## config.mk

```make
export PLATFORM = sky130hd
export DESIGN_NAME = cid_decoder
export DESIGN_NICKNAME = d
export VERILOG_FILES = /design/src/hdl/cid_pkg.sv /design/src/hdl/cid_decoder.sv
export VERILOG_INCLUDE_DIRS = /design/src /design/src/hdl
export SDC_FILE = /design/constraint.sdc
export NUM_CORES = 1
export LEC_CHECK = 0
export BUFFER_PORTS_ARGS = -buffer_cell sky130_fd_sc_hd__buf_4
export CORE_MARGIN = 2
export CORE_UTILIZATION = 39
export CTS_BUF_LIST = sky130_fd_sc_hd__clkbuf_16
export CTS_CLUSTER_SIZE = 20
export DETAILED_ROUTE_END_ITERATION = 16
export PLACE_DENSITY = 0.65
export SLEW_MARGIN = 20
export SYNTH_ARGS = -nofsm -noshare
export SYNTH_HDL_FRONTEND = slang
export SYNTH_SLANG_ARGS = --single-unit
```

## constraint.sdc

```tcl
create_clock -name clk -period 2.88 [get_ports clk]
set_input_delay 0.432 -clock clk [delete_from_list [all_inputs] [get_ports clk]]
set_output_delay 0.432 -clock clk [all_outputs]
set_load 0.05 [all_outputs]
```

## src/hdl/cid_params.svh

```systemverilog
/*
  Constants for the instruction decoder: opcode values, per-mode byte lengths,
  machine-cycle counts and the flag reset value.
  Assumes it is included by bare name after the cid_pkg types are visible.
*/
`ifndef CID_PARAMS_SVH
`define CID_PARAMS_SVH

// ==========================================================================
// fixed opcodes
`define CID_OP_RET_INT   8'h80
`define CID_OP_RTS       8'h81
`define CID_OP_SOFT_INT  8'h83
`define CID_OP_A_TO_X    8'h97
`define CID_OP_CARRY_OFF 8'h98
`define CID_OP_CARRY_ON  8'h99
`define CID_OP_MASK_OFF  8'h9A
`define CID_OP_MASK_ON   8'h9B
`define CID_OP_SP_INIT   8'h9C
`define CID_OP_NO_OP     8'h9D
`define CID_OP_X_TO_A    8'h9F
`define CID_OP_BR_SUB    8'hAD

// ==========================================================================
// lengths in bytes and times in machine cycles
`define CID_LEN_BIT_BR   2'd3
`define CID_CYC_BIT_BR   4'd10
`define CID_LEN_BIT_RW   2'd2
`define CID_CYC_BIT_RW   4'd7
`define CID_LEN_REL      2'd2
`define CID_CYC_REL      4'd4
`define CID_CYC_BR_SUB   4'd8
`define CID_CYC_RET_INT  4'd9
`define CID_CYC_RTS      4'd6
`define CID_CYC_SOFT_INT 4'd11
`define CID_CYC_CTRL     4'd2
`define CID_CYC_RMW_DIR  4'd6
`define CID_CYC_RMW_INH  4'd4
`define CID_CYC_RMW_IXB  4'd7
`define CID_CYC_RMW_IX   4'd6
`define CID_CYC_RM_IMM   4'd2
`define CID_CYC_RM_DIR   4'd4
`define CID_CYC_RM_EXT   4'd5
`define CID_CYC_RM_IXW   4'd6
`define CID_CYC_RM_IXB   4'd5
`define CID_CYC_RM_IX    4'd4

// flags after reset, order h i n z c: mask set, rest clear
`define CID_CCR_RESET   5'b01000

`endif

```

## src/hdl/cid_pkg.sv

```systemverilog
/*
  Types shared by the instruction decoder: groups, addressing modes, flag set,
  request and decode result records.
  Assumes nothing beyond a SystemVerilog compiler.
*/
package cid_pkg;

  typedef enum logic [5:0] {
    CID_GRP_REG_MEM = 6'b000001,
    CID_GRP_RMW     = 6'b000010,
    CID_GRP_BRANCH  = 6'b000100,
    CID_GRP_BIT     = 6'b001000,
    CID_GRP_CONTROL = 6'b010000,
    CID_GRP_INVALID = 6'b100000
  } cid_group_t;

  typedef enum logic [9:0] {
    CID_MODE_INH = 10'b00_0000_0001,
    CID_MODE_IMM = 10'b00_0000_0010,
    CID_MODE_DIR = 10'b00_0000_0100,
    CID_MODE_EXT = 10'b00_0000_1000,
    CID_MODE_REL = 10'b00_0001_0000,
    CID_MODE_IX  = 10'b00_0010_0000,
    CID_MODE_IXB    = 10'b00_0100_0000,
    CID_MODE_IXW    = 10'b00_1000_0000,
    CID_MODE_BIT_RW = 10'b01_0000_0000,
    CID_MODE_BIT_BR = 10'b10_0000_0000
  } cid_mode_t;

  typedef enum logic [1:0] {
    CID_ST_IDLE = 2'b01,
    CID_ST_EXEC = 2'b10
  } cid_state_t;

  typedef struct packed {
    logic h;
    logic i;
    logic n;
    logic z;
    logic c;
  } cid_ccr_t;

  typedef struct packed {
    logic [7:0]  opcode;
    logic [7:0]  op1;
    logic [7:0]  op2;
    logic [15:0] pc;
    logic [7:0]  x;
  } cid_req_t;

  typedef struct packed {
    cid_group_t group;
    cid_mode_t  mode;
    logic [1:0] length;
    logic [3:0] cycles;
    cid_ccr_t   flag_test;
    cid_ccr_t   force_one;
    cid_ccr_t   force_zero;
    logic       reload;
    logic       reads_mem;
    logic       write_back;
    logic       use_x;
    logic [2:0] bit_index;
  } cid_dec_t;

endpackage

```

## src/hdl/cid_decoder.sv

```systemverilog
/*
  Instruction decoder and sequencer: maps an opcode with its operand bytes to
  group, mode, length, time, flag effects, effective address and branch
  outcome, counts out the machine cycles and keeps the condition-code flags.
  Assumes the fetch side presents all operand bytes with the opcode and that
  the datapath strobes flag_upd once per instruction with its ALU flags.
*/
`timescale 1ns/1ps
`include "cid_params.svh"

module cid_decoder
  import cid_pkg::*;
(
  input  wire logic     clk,
  input  wire logic     arst_n,
  input  wire logic     req_valid,
  input  wire cid_req_t req,
  input  wire logic     mem_bit,
  input  wire logic     irq_pin,
  input  wire logic     flag_upd,
  input  wire cid_ccr_t alu_flags,
  input  wire logic     flag_reload,
  input  wire cid_ccr_t stack_flags,
  output logic          busy,
  output logic          done,
  output cid_dec_t      dec,
  output logic [15:0]   eff_addr,
  output logic          branch_taken,
  output logic [15:0]   next_pc,
  output cid_ccr_t      flags
);

  // ========================================================================
  // decode functions
  function automatic cid_dec_t decode(input logic [7:0] op);
    cid_dec_t   d;
    logic [3:0] hi;
    logic [3:0] lo;
    logic       st;
    logic       jump_unconditional;
    logic       jump_to_subroutine;
    hi = op[7:4];
    lo = op[3:0];
    st = (lo == 4'h7) || (lo == 4'hF);
    jump_unconditional = (lo == 4'hC);
    jump_to_subroutine = (lo == 4'hD);
    d = '0;
    // unassigned codes fall through as a one-byte no-operation
    d.group = CID_GRP_INVALID;
    d.mode = CID_MODE_INH;
    d.length = 2'd1;
    d.cycles = `CID_CYC_CTRL;
    case (hi)
      4'h0: begin
        d.group = CID_GRP_BIT;
        d.mode = CID_MODE_BIT_BR;
        d.length = `CID_LEN_BIT_BR;
        d.cycles = `CID_CYC_BIT_BR;
        d.flag_test.c = 1'b1;
        d.reads_mem = 1'b1;
        d.bit_index = op[3:1];
      end
      4'h1: begin
        d.group = CID_GRP_BIT;
        d.mode = CID_MODE_BIT_RW;
        d.length = `CID_LEN_BIT_RW;
        d.cycles = `CID_CYC_BIT_RW;
        d.reads_mem = 1'b1;
        d.write_back = 1'b1;
        d.bit_index = op[3:1];
      end
      4'h2: begin
        d.group = CID_GRP_BRANCH;
        d.mode = CID_MODE_REL;
        d.length = `CID_LEN_REL;
        d.cycles = `CID_CYC_REL;
      end
      4'h3, 4'h4, 4'h5, 4'h6, 4'h7: begin
        if (!(lo inside {4'h1, 4'h2, 4'h5, 4'hB, 4'hE})) begin
          d.group = CID_GRP_RMW;
          d.use_x = (hi == 4'h5);
          d.reads_mem = (hi == 4'h3) || (hi == 4'h6) || (hi == 4'h7);
          d.write_back = (lo != 4'hD);
          case (hi)
            4'h3: begin
              d.mode = CID_MODE_DIR;
              d.length = 2'd2;
              d.cycles = `CID_CYC_RMW_DIR;
            end
            4'h6: begin
              d.mode = CID_MODE_IXB;
              d.length = 2'd2;
              d.cycles = `CID_CYC_RMW_IXB;
            end
            4'h7: begin
              d.mode = CID_MODE_IX;
              d.cycles = `CID_CYC_RMW_IX;
            end
            default: d.cycles = `CID_CYC_RMW_INH;
          endcase
          case (lo)
            4'h3: begin
              d.flag_test = 5'b00110;
              d.force_one.c = 1'b1;
            end
            4'h4: begin
              d.flag_test = 5'b00011;
              d.force_zero.n = 1'b1;
            end
            4'hF: begin
              d.force_zero.n = 1'b1;
              d.force_one.z = 1'b1;
            end
            4'hA, 4'hC, 4'hD: d.flag_test = 5'b00110;
            default: d.flag_test = 5'b00111;
          endcase
        end
      end
      4'h8: begin
        if (op inside {`CID_OP_RET_INT, `CID_OP_RTS, `CID_OP_SOFT_INT}) begin
          d.group = CID_GRP_CONTROL;
          d.cycles = (op == `CID_OP_RET_INT) ? `CID_CYC_RET_INT :
                     (op == `CID_OP_RTS) ? `CID_CYC_RTS : `CID_CYC_SOFT_INT;
          d.reload = (op == `CID_OP_RET_INT);
          d.force_one.i = (op == `CID_OP_SOFT_INT);
        end
      end
      4'h9: begin
        if (op inside {[`CID_OP_A_TO_X:`CID_OP_NO_OP], `CID_OP_X_TO_A}) begin
          d.group = CID_GRP_CONTROL;
          d.force_zero.c = (op == `CID_OP_CARRY_OFF);
          d.force_one.c = (op == `CID_OP_CARRY_ON);
          d.force_zero.i = (op == `CID_OP_MASK_OFF);
          d.force_one.i = (op == `CID_OP_MASK_ON);
        end
      end
      default: begin
        if (op == `CID_OP_BR_SUB) begin
          d.group = CID_GRP_BRANCH;
          d.mode = CID_MODE_REL;
          d.length = `CID_LEN_REL;
          d.cycles = `CID_CYC_BR_SUB;
        end else if (!((hi == 4'hA) && (st || jump_unconditional || jump_to_subroutine))) begin
          d.group = CID_GRP_REG_MEM;
          d.use_x = (lo == 4'h3) || (lo == 4'hE) || (lo == 4'hF);
          d.reads_mem = !(st || jump_unconditional || jump_to_subroutine) && (hi != 4'hA);
          d.write_back = st;
          case (hi)
            4'hA: begin
              d.mode = CID_MODE_IMM;
              d.length = 2'd2;
              d.cycles = `CID_CYC_RM_IMM;
            end
            4'hB: begin
              d.mode = CID_MODE_DIR;
              d.length = 2'd2;
              d.cycles = `CID_CYC_RM_DIR;
            end
            4'hC: begin
              d.mode = CID_MODE_EXT;
              d.length = 2'd3;
              d.cycles = `CID_CYC_RM_EXT;
            end
            4'hD: begin
              d.mode = CID_MODE_IXW;
              d.length = 2'd3;
              d.cycles = `CID_CYC_RM_IXW;
            end
            4'hE: begin
              d.mode = CID_MODE_IXB;
              d.length = 2'd2;
              d.cycles = `CID_CYC_RM_IXB;
            end
            default: begin
              d.mode = CID_MODE_IX;
              d.cycles = `CID_CYC_RM_IX;
            end
          endcase
          // stores take one more cycle, jumps one less, subroutine jumps three more
          if (st) d.cycles = d.cycles + 4'd1;
          if (jump_unconditional) d.cycles = d.cycles - 4'd1;
          if (jump_to_subroutine) d.cycles = d.cycles + 4'd3;
          if (lo inside {4'h0, 4'h1, 4'h2, 4'h3}) d.flag_test = 5'b00111;
          else if (lo inside {4'h9, 4'hB}) d.flag_test = 5'b10111;
          else if (!(jump_unconditional || jump_to_subroutine)) d.flag_test = 5'b00110;
        end
      end
    endcase
    return d;
  endfunction

  function automatic logic branch_cond(input logic [7:0] op, input cid_ccr_t f, input logic irq);
    logic base;
    case (op[3:1])
      3'd0: base = 1'b1;
      3'd1: base = !(f.c || f.z);
      3'd2: base = !f.c;
      3'd3: base = !f.z;
      3'd4: base = !f.h;
      3'd5: base = !f.n;
      3'd6: base = !f.i;
      default: base = !irq;
    endcase
    return base ^ op[0];
  endfunction

  // ========================================================================
  // interrupt pin synchroniser
  logic irq_s1;
  logic irq_s2;
  logic irq_s3;
  logic irq_level;
  logic next_irq_level;

  always_comb begin
    next_irq_level = (irq_s2 == irq_s3) ? irq_s3 : irq_level;
  end

  always_ff @(posedge clk or negedge arst_n) begin
    if (!arst_n) begin
      irq_s1 <= 1'b0;
      irq_s2 <= 1'b0;
      irq_s3 <= 1'b0;
      irq_level <= 1'b0;
    end else begin
      irq_s1 <= irq_pin;
      irq_s2 <= irq_s1;
      irq_s3 <= irq_s2;
      irq_level <= next_irq_level;
    end
  end

  // ========================================================================
  // decode, address and branch
  cid_state_t  state;
  cid_state_t  next_state;
  logic [3:0]  cnt;
  logic [3:0]  next_cnt;
  logic        take;
  cid_dec_t    next_dec;
  logic [15:0] next_eff_addr;
  logic        next_taken;
  logic [15:0] next_next_pc;
  logic        tested_bit;
  logic        next_tested_bit;
  logic        next_done;
  logic [7:0]  rel_off;

  assign take = req_valid && (state == CID_ST_IDLE);

  always_comb begin
    next_dec = dec;
    next_eff_addr = eff_addr;
    next_taken = branch_taken;
    next_next_pc = next_pc;
    next_tested_bit = tested_bit;
    rel_off = (req.opcode[7:4] == 4'h0) ? req.op2 : req.op1;
    if (take) begin
      next_dec = decode(req.opcode);
      next_tested_bit = mem_bit;
      case (next_dec.mode)
        CID_MODE_DIR, CID_MODE_BIT_RW, CID_MODE_BIT_BR: next_eff_addr = {8'h00, req.op1};
        CID_MODE_EXT: next_eff_addr = {req.op1, req.op2};
        CID_MODE_IX: next_eff_addr = {8'h00, req.x};
        CID_MODE_IXB: next_eff_addr = {8'h00, req.x} + {8'h00, req.op1};
        CID_MODE_IXW: next_eff_addr = {req.op1, req.op2} + {8'h00, req.x};
        default: next_eff_addr = 16'h0000;
      endcase
      if (req.opcode[7:4] == 4'h0) next_taken = mem_bit ^ req.opcode[0];
      else if (req.opcode[7:4] == 4'h2) next_taken = branch_cond(req.opcode, flags, irq_level);
      else next_taken = (req.opcode == `CID_OP_BR_SUB);
      next_next_pc = req.pc + {14'h0000, next_dec.length};
      if (next_taken) next_next_pc = next_next_pc + {{8{rel_off[7]}}, rel_off};
    end
  end

  // ========================================================================
  // cycle sequencer
  always_comb begin
    next_state = state;
    next_cnt = cnt;
    case (state)
      CID_ST_IDLE: begin
        if (take) begin
          next_state = CID_ST_EXEC;
          next_cnt = next_dec.cycles;
        end
      end
      CID_ST_EXEC: begin
        next_cnt = cnt - 4'd1;
        if (cnt == 4'd1) next_state = CID_ST_IDLE;
      end
      default: begin
        next_state = CID_ST_IDLE;
        next_cnt = 4'd0;
      end
    endcase
    next_done = (next_state == CID_ST_EXEC) && (next_cnt == 4'd1);
  end

  always_ff @(posedge clk or negedge arst_n) begin
    if (!arst_n) begin
      state <= CID_ST_IDLE;
      cnt <= 4'd0;
      busy <= 1'b0;
      done <= 1'b0;
      dec <= '0;
      eff_addr <= 16'h0000;
      branch_taken <= 1'b0;
      next_pc <= 16'h0000;
      tested_bit <= 1'b0;
    end else begin
      state <= next_state;
      cnt <= next_cnt;
      busy <= (next_state == CID_ST_EXEC);
      done <= next_done;
      dec <= next_dec;
      eff_addr <= next_eff_addr;
      branch_taken <= next_taken;
      next_pc <= next_next_pc;
      tested_bit <= next_tested_bit;
    end
  end

  // ========================================================================
  // condition-code flags
  cid_ccr_t next_flags;
  cid_ccr_t upd_val;

  always_comb begin
    upd_val = alu_flags;
    if (dec.mode == CID_MODE_BIT_BR) upd_val.c = tested_bit;
    next_flags = flags;
    if (flag_reload) next_flags = stack_flags;
    else if (flag_upd) next_flags = (flags & ~dec.flag_test & ~dec.force_zero) | (upd_val & dec.flag_test) | dec.force_one;
  end

  always_ff @(posedge clk or negedge arst_n) begin
    if (!arst_n) flags <= `CID_CCR_RESET;
    else flags <= next_flags;
  end
endmodule

```

==> impl_results.md <==
- Fin crit share: 138%
- Hold_sp: irq_pin
- DRT Pass-1 Iters: 5
- Minimum clock period: 3.97 ns
- GRT Overall Usage: 23.7%
- Final setup violation count: 15
- Cells after Synth: 805
- Critical path arrival: 4.24 ns
- Die area: 0.0184 mm^2
- H-tree Lvls: 3
- CP startpoint kind: primary input
- Clk Latency, worst-skew pair: 0.35 ns
- P_leak: 4.55 nW
- Io pins: 149
- Synth Warn #: 0
- Slew headroom: 54.1%
- Wire length per cell: 17.0 um
- Largest net degree at the start of global routing: 77
- Area grow syn2layout: 43.4%
- Die height: 136 um
- Die Width: 136 um
- Global-route wire length before repair: 34.3 mm
- CTS tree: built
- Synth area leader: dfrtp_1
- Post-synth EDFFs: 0
- Failing checks: negative setup slack
- Power density over the cells: 748 mW/mm^2
- Core area: 0.0171 mm^2
- Worst Path Required: 3.16 ns
- Worst path max stage delay: 0.37 ns
- Mapped Area: 0.00675 mm^2
- CTS buffer count: 9
- Clock Skew: 0.00362 ns
- Top cell by count, worst path: a21oi_2
- Layout cells sized above 1: 35.4%
- Register area share after synthesis: 33.4%
- HP Class: in2reg
- Dpl ws: -1.61 ns
- Asr flop ratio synth: 100%
- RSZ-0062 raised after global routing: true
- DRC viols: 0
- Total Routed Length: 21.7 mm
- Crit path max fanout: 6
- Crit Path Class: in2reg
- Initial antenna violation count: 0
- Fin. max-slew vios: 0
- Longest Clk Path Bufs: 2
- Critical Path Slowest Stage Cell: a2111oi_4
- Largest cells by area after synthesis: dfrtp_1 33%, nand2_1 8.6%, ha_1 7.4%, o21ai_0 4.6%, xnor2_1 3.6%
- Nets: 1,157
- Crit path from: req[40]
- Initial DRC Count: 391
- Port Buffer Count: 142
- Yosys reg bits: 90
- Antenna Nets Post-Route: 0
- Status: finished, violations left
- Clk sinks: 90
- Fmax: 0.252 GHz
- Non-filler cells, final: 1,278
- Post-DR vias/cell: 5.43
- Top FF cell, synth: dfrtp_1
- Maximum vdd drop: 0.540 mV
- Total Power: 0.00724 W
- Reg clk slew, reported paths: 0.06 ns
- Detail Placement HPWL: 16.5 mm
- Post-Synthesis Mean Instance Area: 8.38 um^2
- Fillers: 1,595
- Worst slew pin tran: 0.686 ns
- Worst R2R Start: flags[2]
- # rows: 48
- Hold slack: 0.188 ns
- Commonest non-fill, non-tap cell in the layout: buf_4
- Max_cap viols: 0
- Crit end category: register
- Placed Cells incl. Taps: 1,239
- Vias in the first global route: 6,670
- Commonest non-fill, non-tap cells in the layout: 254 x buf_4, 152 x nand2_1, 88 x dfrtp_1
- Congestion Overflow GR: 0
- Vias after detailed routing: 6,943
- Root Buffer: clkbuf_16
- Final hold violations: 0
- Worst-path cell chain: buf_12 > and2b_2 > o311ai_4 > a21oi_4 > a2111oi_4 > nor2_2 > ha_2 > inv_2 > fa_2 > and3b_2 > nand3_4 > nor2_4 > xor2_2 > ha_1 > a21oi_2 > buf_4 > o21ai_0 > a21oi_2 > buf_4 > a21oi_2 > xor2_1 > mux2i_1 > o21ai_1
- Cell variety after synth: 82
- Initial core utilization: 39.4%
- # diodes: 0
- Placer congestion estimate: 0.921
- Final setup margin: -1.09 ns
- Top-area cell type share of the netlist area: 32.6%
[logic make-up after synthesis]
kind of cell,after synthesis,synth area share (%)
and+or+nand+nor,312,21.6
other,1,0.0556
buffers and inverters,62,4.30
DFF,90,33.4
AOI/OAI and AO/OA,231,23.0
adders and majority gates,45,8.76
xor gates and xnor gates,48,6.23
muxes,16,2.63
[state kept, by name, indices dropped and copies added, names as in the netlist, 2 cells and up, named ones only]
name      flops
dec          39
flags         4
eff_addr     16
next_pc      16
cnt           4
state         2
[worst paths after layout]
check	slack [ns]	cells after the start	end
worst min-delay path	0.19	1	irq_s1
worst max register to register	0.59	8	next_pc[14]
min in group asynchronous	0.51	2	flags[2]
max in group asynchronous	1.75	3	state[0]
worst min register to register	0.35	0	irq_s2
worst max-delay path	-1.09	23	next_pc[13]
[through the flow]
stage / instance area (um^2) / util (%) / TNS [ns]
after global placement: 8840 / 51.6 / -18.76
after floorplan: 6920 / - / -10.30
after detailed placement: 8840 / 51.6 / -20.14
after CTS: 9480 / 55.4 / -11.86
after global routing: 9670 / 56.5 / -13.95
final: 9670 / 56.5 / -11.45
[worst max-delay path: cells and delay by family]
kind            cells  cell delay (ns)
fa+ha+maj           3             0.74
compound gates      8             1.48
simple gates        5             0.72
xor+xnor            2             0.32
mux                 1             0.08
buf+inv             4             0.46
[power breakdown]
group | total, W | leakage [nW] | switching (W) | internal, W
combinational | 0.00407 | 3.25 | 0.00263 | 0.00144
clock | 0.00118 | 0.148 | 0.000517 | 0.000664
sequential | 0.00199 | 1.16 | 0.000308 | 0.00168
[cell usage after synthesis (3+ instances only)]
cell	number
nand3_1	17
nor2_1	57
o211ai_1	8
nor2b_1	11
nand2_1	155
o21ai_1	6
a31oi_1	7
nand4b_1	3
nand2b_1	8
nand3b_1	3
buf_4	6
and2_1	4
a221oi_1	6
a222oi_1	4
o21ai_0	62
buf_6	3
buf_1	4
xor2_1	20
o21bai_1	3
o21a_1	10
fa_1	4
xnor2_1	28
and3_1	10
nor3_1	11
a22oi_1	7
a21o_1	15
buf_2	10
o31ai_1	8
a211oi_1	9
mux2_2	4
a22o_1	7
a21oi_1	43
dfrtp_1	88
inv_1	21
ha_1	40
nand4_1	7
o41ai_1	5
nor4_1	3
mux2i_1	11
clkbuf_1	18
or2_2	4
[per-layer routing]
metal | routed length, um | up-vias | part of all wire (%) | GRT usage (%)
met2 | 10500 | 215 | 48 | 39.7
met5 | 0 | - | 0 | 0
met4 | 403 | 0 | 1.9 | 7.41
met1 | 9720 | 3317 | 45 | 31.8
met3 | 1100 | 29 | 5.1 | 3.25
li1 | - | 3382 | - | -
[what timing repair did]
| item | CTS | global route |
|---|---|---|
| pin swaps | 38 | 18 |
| hold endpoints to repair | 0 | 15 |
| buffers inserted | 20 | 4 |
| gates cloned | 0 | 0 |
| hold buffers | 0 | 1 |
| gates resized for setup | 48 | 22 |
| setup endpoints to repair | 17 | 17 |
[area by class of cell]
cell class / count / area (um^2) / area share, %
inverters: 21 / 78.8 / 0.815
well taps: 225 / 282 / 2.91
flip-flops and latches: 90 / 2250 / 23.3
clock buffers: 9 / 225 / 2.33
clock inverters: 7 / 61.3 / 0.634
repair buffers: 269 / 2120 / 22.0
multi-input cells: 657 / 4650 / 48.0
(Power assumes the default switching activity.)
